### config.mk
export PLATFORM = sky130hd
export DESIGN_NAME = cps_supervisor
export DESIGN_NICKNAME = d
export VERILOG_FILES = /design/src/verilog/cps_blank.v /design/src/verilog/cps_supervisor.v
export VERILOG_INCLUDE_DIRS = /design/src /design/src/verilog
export SDC_FILE = /design/constraint.sdc
export NUM_CORES = 1
export LEC_CHECK = 0
export ABC_AREA = 0
export BUFFER_PORTS_ARGS = -buffer_cell sky130_fd_sc_hd__buf_2
export CAP_MARGIN = 20
export CORE_MARGIN = 5
export CORE_UTILIZATION = 40
export CTS_BUF_LIST = sky130_fd_sc_hd__clkbuf_2 sky130_fd_sc_hd__clkbuf_4 sky130_fd_sc_hd__clkbuf_8
export DETAILED_ROUTE_END_ITERATION = 8
export GPL_TIMING_DRIVEN = 0
export MAX_ROUTING_LAYER = met4
export SETUP_SLACK_MARGIN = 0.4
export SYNTH_ARGS = -nofsm -noshare
export SYNTH_HDL_FRONTEND = slang
export SYNTH_SLANG_ARGS = --single-unit
### constraint.sdc
create_clock -name I_MCLK -period 9.95 [get_ports I_MCLK]
set_input_delay 0 -clock I_MCLK [delete_from_list [all_inputs] [get_ports I_MCLK]]
set_output_delay 0 -clock I_MCLK [all_outputs]
set_load 0.005 [all_outputs]
### src/verilog/cps_regs.vh
// Purpose: Constants of the converter protection supervisor
// Assumes: 32-bit APB register file, 125 MHz clock
// Notes:   Offsets are byte addresses; levels are 12-bit codes
`ifndef CPS_REGS_VH
`define CPS_REGS_VH

// ----------------------------------------
// Register offsets
// ----------------------------------------
`define CPS_A_CTRL 8'h00
`define CPS_A_OLVL 8'h04
`define CPS_A_ILVL 8'h08
`define CPS_A_SLVL 8'h0C
`define CPS_A_VLVL 8'h10
`define CPS_A_MLVL 8'h14
`define CPS_A_TIM0 8'h18
`define CPS_A_TIM1 8'h1C
`define CPS_A_STAT 8'h20

// ----------------------------------------
// Fields
// ----------------------------------------
`define CPS_B_OUV_EN 0
`define CPS_B_IUV_EN 1
`define CPS_B_IOV_EN 2
`define CPS_B_SUV_EN 3
`define CPS_B_BIP_EN 4
`define CPS_B_OUV_LAT 5
`define CPS_B_OOV_LAT 6
`define CPS_LO 11:0
`define CPS_HI 27:16
`define CPS_T_B0 7:0
`define CPS_T_B1 15:8
`define CPS_T_B2 23:16
`define CPS_T_B3 31:24
`define CPS_CTRL_MASK 32'h0000_007F
`define CPS_LVL_MASK 32'h0FFF_0FFF
`define CPS_T1_MASK 32'h0000_FFFF
`define CPS_RST_VAL 32'h0000_0000

// ----------------------------------------
// Timing
// ----------------------------------------
`define CPS_CLK_NS 8
`define CPS_OP_CYC_NS 1000000
`define CPS_TICKS_PER_OP 64
`define CPS_OP_SHIFT 6'h06
`define CPS_OOV_TICKS 16'h0010
`define CPS_DEMAG_TICKS 7'h20
`define CPS_IUV_TICKS 16'h0280
`define CPS_IOV_TICKS 16'h0040
`define CPS_START_PER_CAP 8'h04
`define CPS_SUB_LAST 6'h3F

// ----------------------------------------
// Modes and fault codes
// ----------------------------------------
`define CPS_MODE_BURST 2'h2
`define CPS_F_NONE 4'h0
`define CPS_F_OUV 4'h1
`define CPS_F_SOUV 4'h2
`define CPS_F_OOV 4'h3
`define CPS_F_DEMAG 4'h4
`define CPS_F_IUV 4'h5
`define CPS_F_IOV 4'h6
`define CPS_F_SUV 4'h7
`define CPS_F_PMIN 4'h8
`define CPS_F_PMAX 4'h9

`endif

### src/verilog/cps_blank.v
// Purpose: Blanking timer that qualifies one fault condition
// Assumes: step is a one-cycle pulse in the timer's time base
// Notes:   Fires once the condition has held for limit steps
`timescale 1ns/100ps
`default_nettype none
module cps_blank (
    input wire i_clk,          // clock
    input wire i_rst_n,        // sync reset, active low
    input wire i_ce,           // clock enable
    input wire i_cond,         // fault condition present
    input wire i_step,         // time base step
    input wire [15:0] i_limit, // steps to blank
    output wire o_fire         // blanking expired
);
    reg [15:0] cnt_r;

    always @(posedge i_clk) begin
        if (!i_rst_n) begin
            cnt_r <= 16'h0000;
        end else if (i_ce) begin
            if (!i_cond) begin
                cnt_r <= 16'h0000;
            end else if (i_step && (cnt_r < i_limit)) begin
                cnt_r <= cnt_r + 16'h0001;
            end
        end
    end

    assign o_fire = i_cond && (cnt_r >= i_limit);
endmodule // cps_blank
`default_nettype wire

### src/verilog/cps_supervisor.v
// Purpose: Protection supervisor of a flyback controller
// Assumes: Estimates and supply level arrive synchronous to I_MCLK
// Notes:   Time base is 1/64 of an operation cycle; APB slave
//
// Local design decisions: the register addresses and the APB slave port.
`timescale 1ns/100ps
`default_nettype none
`include "cps_regs.vh"

module cps_supervisor #(
    parameter P_OP_CYC_CLKS = `CPS_OP_CYC_NS / `CPS_CLK_NS
) (
    input wire I_MCLK,            // clock, 125 MHz
    input wire I_RST_N,           // sync reset, active low
    input wire I_CE,              // clock enable, freezes all
    input wire I_PSEL,            // APB select
    input wire I_PENABLE,         // APB enable
    input wire I_PWRITE,          // APB direction
    input wire [7:0] I_PADDR,     // APB address
    input wire [31:0] I_PWDATA,   // APB write data
    output reg [31:0] O_PRDATA,   // APB read data
    output reg O_PREADY,          // APB ready
    output reg O_PSLVERR,         // APB error, unmapped
    input wire [11:0] I_VOUT_EST, // estimated output voltage
    input wire [11:0] I_VIN_EST,  // estimated input voltage
    input wire [11:0] I_VCC_LVL,  // supply voltage code
    input wire [1:0] I_MODE,      // switching mode
    input wire I_DEMAG_SHORT,     // demag too short to sense
    input wire I_BURST_START,     // burst start pulse
    output reg O_GATE_EN,         // gate driver enable
    output reg [2:0] O_PHASE,     // supervisor phase
    output reg [3:0] O_FAULT_CODE // last triggered protection
);
    localparam [2:0] ST_LOCK = 3'b000;
    localparam [2:0] ST_PRE = 3'b001;
    localparam [2:0] ST_START = 3'b010;
    localparam [2:0] ST_REG = 3'b011;
    localparam [2:0] ST_RSTRT = 3'b100;
    localparam [2:0] ST_LATCH = 3'b101;
    localparam integer TICK_CLKS = P_OP_CYC_CLKS / `CPS_TICKS_PER_OP - 1;
    localparam [16:0] TICK_LAST = TICK_CLKS[16:0];

    // ----------------------------------------
    // Registers
    // ----------------------------------------
    reg [31:0] ctrl_r, olvl_r, ilvl_r, slvl_r, vlvl_r, mlvl_r, tim0_r, tim1_r;
    reg [31:0] rd_nxt;
    reg map_nxt;
    wire wr_en = I_PSEL && I_PENABLE && I_PWRITE && O_PREADY;

    always @(*) begin
        map_nxt = 1'b1;
        case (I_PADDR)
            `CPS_A_CTRL: rd_nxt = ctrl_r;
            `CPS_A_OLVL: rd_nxt = olvl_r;
            `CPS_A_ILVL: rd_nxt = ilvl_r;
            `CPS_A_SLVL: rd_nxt = slvl_r;
            `CPS_A_VLVL: rd_nxt = vlvl_r;
            `CPS_A_MLVL: rd_nxt = mlvl_r;
            `CPS_A_TIM0: rd_nxt = tim0_r;
            `CPS_A_TIM1: rd_nxt = tim1_r;
            `CPS_A_STAT: rd_nxt = {20'h00000, O_FAULT_CODE, 3'h0, O_GATE_EN, 1'b0, O_PHASE};
            default: begin
                rd_nxt = 32'h0000_0000;
                map_nxt = 1'b0;
            end
        endcase
    end

    // Answer is always one access cycle: data is fetched in the setup cycle
    always @(posedge I_MCLK) begin
        if (!I_RST_N) begin
            O_PRDATA <= 32'h0000_0000;
            O_PREADY <= 1'b0;
            O_PSLVERR <= 1'b0;
            ctrl_r <= `CPS_RST_VAL;
            olvl_r <= `CPS_RST_VAL;
            ilvl_r <= `CPS_RST_VAL;
            slvl_r <= `CPS_RST_VAL;
            vlvl_r <= `CPS_RST_VAL;
            mlvl_r <= `CPS_RST_VAL;
            tim0_r <= `CPS_RST_VAL;
            tim1_r <= `CPS_RST_VAL;
        end else if (I_CE) begin
            O_PREADY <= I_PSEL && !I_PENABLE;
            if (I_PSEL && !I_PENABLE) begin
                O_PRDATA <= I_PWRITE ? 32'h0000_0000 : rd_nxt;
                O_PSLVERR <= !map_nxt;
            end else begin
                O_PSLVERR <= 1'b0;
            end
            if (wr_en) begin
                case (I_PADDR)
                    `CPS_A_CTRL: ctrl_r <= I_PWDATA & `CPS_CTRL_MASK;
                    `CPS_A_OLVL: olvl_r <= I_PWDATA & `CPS_LVL_MASK;
                    `CPS_A_ILVL: ilvl_r <= I_PWDATA & `CPS_LVL_MASK;
                    `CPS_A_SLVL: slvl_r <= I_PWDATA & `CPS_LVL_MASK;
                    `CPS_A_VLVL: vlvl_r <= I_PWDATA & `CPS_LVL_MASK;
                    `CPS_A_MLVL: mlvl_r <= I_PWDATA & `CPS_LVL_MASK;
                    `CPS_A_TIM0: tim0_r <= I_PWDATA;
                    `CPS_A_TIM1: tim1_r <= I_PWDATA & `CPS_T1_MASK;
                    default: ;
                endcase
            end
        end
    end

    // ----------------------------------------
    // Time base
    // ----------------------------------------
    reg [16:0] div_r;
    reg [5:0] sub_r;
    wire tick = (div_r == TICK_LAST);
    wire op_tick = tick && (sub_r == `CPS_SUB_LAST);

    always @(posedge I_MCLK) begin
        if (!I_RST_N) begin
            div_r <= 17'h00000;
            sub_r <= 6'h00;
        end else if (I_CE) begin
            div_r <= tick ? 17'h00000 : div_r + 17'h00001;
            if (tick) begin
                sub_r <= sub_r + 6'h01;
            end
        end
    end

    // ----------------------------------------
    // Supply sampling and filter
    // ----------------------------------------
    reg [11:0] filt_r;
    wire [12:0] diff = {1'b0, I_VCC_LVL} - {1'b0, filt_r};
    wire [11:0] filt_nxt = filt_r + {diff[12], diff[12:2]};

    // Quarter-weight IIR; preloaded while locked so it starts settled
    always @(posedge I_MCLK) begin
        if (!I_RST_N) begin
            filt_r <= 12'h000;
        end else if (I_CE) begin
            if (O_PHASE == ST_LOCK) begin
                filt_r <= I_VCC_LVL;
            end else if (tick && O_GATE_EN) begin
                filt_r <= filt_nxt;
            end
        end
    end

    // ----------------------------------------
    // Fault conditions
    // ----------------------------------------
    wire burst = (I_MODE == `CPS_MODE_BURST);
    wire run = (O_PHASE == ST_REG);
    wire act = run || (O_PHASE == ST_START);
    wire in_ok = !burst || ctrl_r[`CPS_B_BIP_EN];
    wire c_ouv = run && ctrl_r[`CPS_B_OUV_EN] && (I_VOUT_EST < olvl_r[`CPS_LO]);
    wire c_oov = act && !burst && (I_VOUT_EST > olvl_r[`CPS_HI]);
    wire c_iuv = act && in_ok && ctrl_r[`CPS_B_IUV_EN] && (I_VIN_EST < ilvl_r[`CPS_LO]);
    wire c_iov = act && in_ok && ctrl_r[`CPS_B_IOV_EN] && (I_VIN_EST > ilvl_r[`CPS_HI]);
    wire c_suv = run && ctrl_r[`CPS_B_SUV_EN] && (filt_r < mlvl_r[`CPS_LO]);
    // Burst time base steps per burst, so blanking rounds to whole bursts
    wire in_step = burst ? I_BURST_START : tick;
    wire [15:0] iuv_lim = burst ? {8'h00, tim1_r[`CPS_T_B0]} : `CPS_IUV_TICKS;
    wire [15:0] iov_lim = burst ? {8'h00, tim1_r[`CPS_T_B1]} : `CPS_IOV_TICKS;
    wire [15:0] ouv_lim = {8'h00, tim0_r[`CPS_T_B0]} << `CPS_OP_SHIFT;
    wire [15:0] suv_lim = {8'h00, tim0_r[`CPS_T_B1]} << `CPS_OP_SHIFT;
    wire [15:0] st_lim = {8'h00, tim0_r[`CPS_T_B2]} * {8'h00, `CPS_START_PER_CAP};
    wire [15:0] rs_lim = {8'h00, tim0_r[`CPS_T_B3]};
    wire f_ouv, f_oov, f_iuv, f_iov, f_suv, f_st, f_rs;

    cps_blank u_ouv (
        .i_clk(I_MCLK),
        .i_rst_n(I_RST_N),
        .i_ce(I_CE),
        .i_cond(c_ouv),
        .i_step(tick),
        .i_limit(ouv_lim),
        .o_fire(f_ouv)
    );
    cps_blank u_oov (
        .i_clk(I_MCLK),
        .i_rst_n(I_RST_N),
        .i_ce(I_CE),
        .i_cond(c_oov),
        .i_step(tick),
        .i_limit(`CPS_OOV_TICKS),
        .o_fire(f_oov)
    );
    cps_blank u_iuv (
        .i_clk(I_MCLK),
        .i_rst_n(I_RST_N),
        .i_ce(I_CE),
        .i_cond(c_iuv),
        .i_step(in_step),
        .i_limit(iuv_lim),
        .o_fire(f_iuv)
    );
    cps_blank u_iov (
        .i_clk(I_MCLK),
        .i_rst_n(I_RST_N),
        .i_ce(I_CE),
        .i_cond(c_iov),
        .i_step(in_step),
        .i_limit(iov_lim),
        .o_fire(f_iov)
    );
    cps_blank u_suv (
        .i_clk(I_MCLK),
        .i_rst_n(I_RST_N),
        .i_ce(I_CE),
        .i_cond(c_suv),
        .i_step(tick),
        .i_limit(suv_lim),
        .o_fire(f_suv)
    );
    cps_blank u_st (
        .i_clk(I_MCLK),
        .i_rst_n(I_RST_N),
        .i_ce(I_CE),
        .i_cond(O_PHASE == ST_START),
        .i_step(op_tick),
        .i_limit(st_lim),
        .o_fire(f_st)
    );
    cps_blank u_rs (
        .i_clk(I_MCLK),
        .i_rst_n(I_RST_N),
        .i_ce(I_CE),
        .i_cond(O_PHASE == ST_RSTRT),
        .i_step(op_tick),
        .i_limit(rs_lim),
        .o_fire(f_rs)
    );

    // Demag shortage is counted per operation cycle, not continuously
    reg [6:0] dm_r;
    wire f_dm = (dm_r > `CPS_DEMAG_TICKS);

    always @(posedge I_MCLK) begin
        if (!I_RST_N) begin
            dm_r <= 7'h00;
        end else if (I_CE) begin
            if (!act || burst || op_tick) begin
                dm_r <= 7'h00;
            end else if (tick && I_DEMAG_SHORT) begin
                dm_r <= dm_r + 7'h01;
            end
        end
    end

    // ----------------------------------------
    // Fault priority and reaction
    // ----------------------------------------
    reg [3:0] code;
    reg latch;
    wire st_low = I_VOUT_EST < mlvl_r[`CPS_HI];

    always @(*) begin
        code = `CPS_F_NONE;
        latch = 1'b0;
        if (f_oov) begin
            code = `CPS_F_OOV;
            latch = ctrl_r[`CPS_B_OOV_LAT];
        end else if (f_ouv) begin
            code = `CPS_F_OUV;
            latch = ctrl_r[`CPS_B_OUV_LAT];
        end else if (f_iov) begin
            code = `CPS_F_IOV;
        end else if (f_iuv) begin
            code = `CPS_F_IUV;
        end else if (f_suv) begin
            code = `CPS_F_SUV;
        end else if (f_dm) begin
            code = `CPS_F_DEMAG;
        end else if (f_st && st_low) begin
            code = `CPS_F_SOUV;
        end
    end

    // ----------------------------------------
    // Phase machine
    // ----------------------------------------
    reg [2:0] ph_nxt;
    reg [3:0] fc_nxt;

    always @(*) begin
        ph_nxt = O_PHASE;
        fc_nxt = O_FAULT_CODE;
        case (O_PHASE)
            ST_LOCK: begin
                if (I_VCC_LVL > vlvl_r[`CPS_LO]) begin
                    ph_nxt = ST_PRE;
                end
            end
            ST_PRE: begin
                if (ctrl_r[`CPS_B_IUV_EN] && (I_VIN_EST < slvl_r[`CPS_LO])) begin
                    ph_nxt = ST_RSTRT;
                    fc_nxt = `CPS_F_PMIN;
                end else if (ctrl_r[`CPS_B_IOV_EN] && (I_VIN_EST > slvl_r[`CPS_HI])) begin
                    ph_nxt = ST_RSTRT;
                    fc_nxt = `CPS_F_PMAX;
                end else begin
                    ph_nxt = ST_START;
                end
            end
            ST_START, ST_REG: begin
                if (code != `CPS_F_NONE) begin
                    ph_nxt = latch ? ST_LATCH : ST_RSTRT;
                    fc_nxt = code;
                end else if ((O_PHASE == ST_START) && !st_low) begin
                    ph_nxt = ST_REG;
                end else if (f_st) begin
                    ph_nxt = ST_REG;
                end
            end
            ST_RSTRT: begin
                if (f_rs) begin
                    ph_nxt = ST_PRE;
                end
            end
            ST_LATCH: ph_nxt = ST_LATCH;
            default: ph_nxt = ST_LOCK;
        endcase
        // Supply drop overrides every phase, latch included
        if ((O_PHASE != ST_LOCK) && (I_VCC_LVL <= vlvl_r[`CPS_HI])) begin
            ph_nxt = ST_LOCK;
        end
    end

    // Gate follows the next phase, so a fault drops it in the same clock as the phase changes
    always @(posedge I_MCLK) begin
        if (!I_RST_N) begin
            O_PHASE <= ST_LOCK;
            O_FAULT_CODE <= `CPS_F_NONE;
            O_GATE_EN <= 1'b0;
        end else if (I_CE) begin
            O_PHASE <= ph_nxt;
            O_FAULT_CODE <= fc_nxt;
            O_GATE_EN <= (ph_nxt == ST_START) || (ph_nxt == ST_REG);
        end
    end
endmodule // cps_supervisor
`default_nettype wire
==> flow_metrics.tcl <==
set metrics [dict create \
    status "complete, no violations" \
    synth.distinct_cells 72 \
    grt.total_usage_pct 26.84 \
    p_leak_nw 8.974 \
    layout.cells.non_filler 3609 \
    hold_slack_ns 0.04515 \
    cts_buffer_depth 3 \
    initial_core_util_pct 40.37 \
    port_buffers 120 \
    ys_ff_latch 371 \
    fin_nets 3168 \
    clock-sinks 371 \
    dr.pass1.iters 7 \
    antenna_found_initial 1 \
    cts_tree "built" \
    setup_tns_ns 0 \
    overflow 0 \
    netlist_top_cells_area "dfxtp_1, ha_1, nand2_1, a21oi_1, nor2_1" \
    grt_pass1_wl_microns 114600 \
    dr.first_iter.drc_count 1819 \
    h-tree-depth 3 \
    gp_congestion 1.044 \
    synth_edf_count 0 \
    wl_per_cell_microns 21.25 \
    worstHoldPathCells 4 \
    hold_class "in2reg" \
    synthCells 2638 \
    design_area_sq_mm 0.02416 \
    p_per_area_mw_per_mm2 157.5 \
    synth_area_leader_cell "dfxtp_1" \
    clk_pin_slew_ns 0.06 \
    num_rows 83 \
    setup_viol 0 \
    synth.most_common_cell "nand2_1" \
    num_io_pins 128 \
    routed-via-count 20570 \
    cp-end-kind "flop" \
    peakVddDrop_uv 93.00 \
    drive_gt1_share_pct 9.495 \
    setup_ws_ns 5.951 \
    synth-seq-area-share_pct 35.79 \
    dp_hpwl_microns 59870 \
    netlist_top_cells_count "nand2_1, dfxtp_1, a21oi_1" \
    via_per_inst 5.700 \
    period_share_pct 40.19 \
    crit_arrival_ns 4.54 \
    synth_warnings 0 \
    dp_slack_ns 6.008 \
    fp.dieW_microns 237.8 \
    grt_pass1_vias 19700 \
    drcViolationCount 0 \
    cts_made_buffers 71 \
    wl_microns 76710 \
    placed_cell_area_sq_mm 0.02223 \
    critPathLaunchType "flop" \
    hold_viol_final 0 \
    grt_max_degree 11 \
    syn_area_per_cell_sq_um 7.867 \
    cp-startpoint "filt_r[2]" \
    placed_cells_incl_taps 3440 \
    clk_latency_ns 0.67 \
    synth_top_area_share_pct 35.79 \
    syn-num-nets 2926 \
    relSlewSlack_pct 19.16 \
    r2r-start "filt_r[2]" \
    maxCapViolations 0 \
    synth_async_sr_flop_share_pct 0 \
    utilization_pct 47.01 \
    worstMarginPinSlew_ns 1.210 \
    dieArea_sq_mm 0.05654 \
    synth_area_sq_mm 0.02075 \
    hold_start "I_VCC_LVL[10]" \
    skew_ns 0.04053 \
    clock-root-buffer "clkbuf_8" \
    synth_flop_cell "dfxtp_1" \
    core_sq_mm 0.05141 \
    syn2layout_area_growth_pct 16.44 \
    path_max_fanout 4 \
    ctsResizeCount 0 \
    power_mw 3.806 \
    reg2regPathDepth 16 \
    cp.required_ns 10.49 \
    critPathKind "reg2reg" \
    die_h_microns 237.8 \
    ant_nets 0 \
    final_max_slew_viol_count 0 \
    rsz0062_at_grt "no" \
    clock.fmax_mhz 250.1 \
    period_minus_slack_ns 3.999 \
]
## worst paths after layout
check	slack [ns]	to
hold reg to reg	0.45	ilvl_r[7]
setup / recovery	5.95	filt_r[10]
setup reg to reg	5.95	filt_r[10]
hold / removal	0.05	filt_r[10]
## worst max-delay path, stage by stage, from the launching register on
cell       delay, ns
dfxtp_1         0.41
inv_1           0.07
ha_1            0.32
a21o_1          0.20
a31oi_1         0.27
nor2b_1         0.10
nor2_1          0.12
xnor2_1         0.14
ha_1            0.31
a21o_1          0.21
a21oi_1         0.24
o21bai_1        0.12
a2111oi_0       0.48
nor3_1          0.16
a311oi_1        0.36
xor2_1          0.12
a311oi_1        0.26
## per-layer routing
layer  wire length (microns)  track usage [%]
met5                       0                -
met1                   32640            34.62
met4                    2700            9.585
met3                    6459            4.629
met2                   34910            42.58
## power by group
group	switching, mW	internal [mW]
clock network	0.681	0.892
registers	0.0361	1.51
logic	0.423	0.268
## placed cells by master (no fill, tap or decap), drive strengths merged, types with 50 or more instances in the layout
cell and instances:
buf 127, nor2 203, ha 201, dfxtp 371, a22oi 71, and3 55
nand2 498, inv 193, a21oi 277, xnor2 50, clkbuf 236, o21ai 54
## cell type report
| class | instances | area [sq um] |
|---|---|---|
| inverter | 193 | 724.4 |
| clock buffer | 113 | 1411 |
| sequential | 371 | 7427 |
| tap | 680 | 850.8 |
| antenna | 1 | 2.502 |
| timing repair buffer | 169 | 1085 |
| fill | 5161 | 27240 |
| clock inverter | 8 | 50.05 |
| buffer | 127 | 489.2 |
| multi-input combinational | 1947 | 12120 |
## cells by family after synthesis
kind of cell    synth area share [%]
simple gates                   22.24
compound gates                 19.44
flops                          35.79
buf+inv                        5.848
fa+ha+maj                      12.22
xor+xnor                       3.545
mux                           0.9285
## registers in the layout, summed over array words and instances, names as in the netlist, 7 cells and up
signal and cells:
O_PRDATA 32, ctrl_r 7, div_r 17, dm_r 7
filt_r 12, ilvl_r 24, mlvl_r 24, olvl_r 24
slvl_r 24, tim0_r 32, tim1_r 16, u_iov.cnt_r 16
u_iuv.cnt_r 16, u_oov.cnt_r 16, u_ouv.cnt_r 16, u_rs.cnt_r 16
u_st.cnt_r 16, u_suv.cnt_r 16, vlvl_r 24
## timing repair
item                                   4_1_cts  5_1_grt
buffers inserted                             0        0
hold buffers                                46        0
setup endpoints to repair                    0        0
endpoints found under the hold margin      190        0
(Power assumes the default switching activity.)
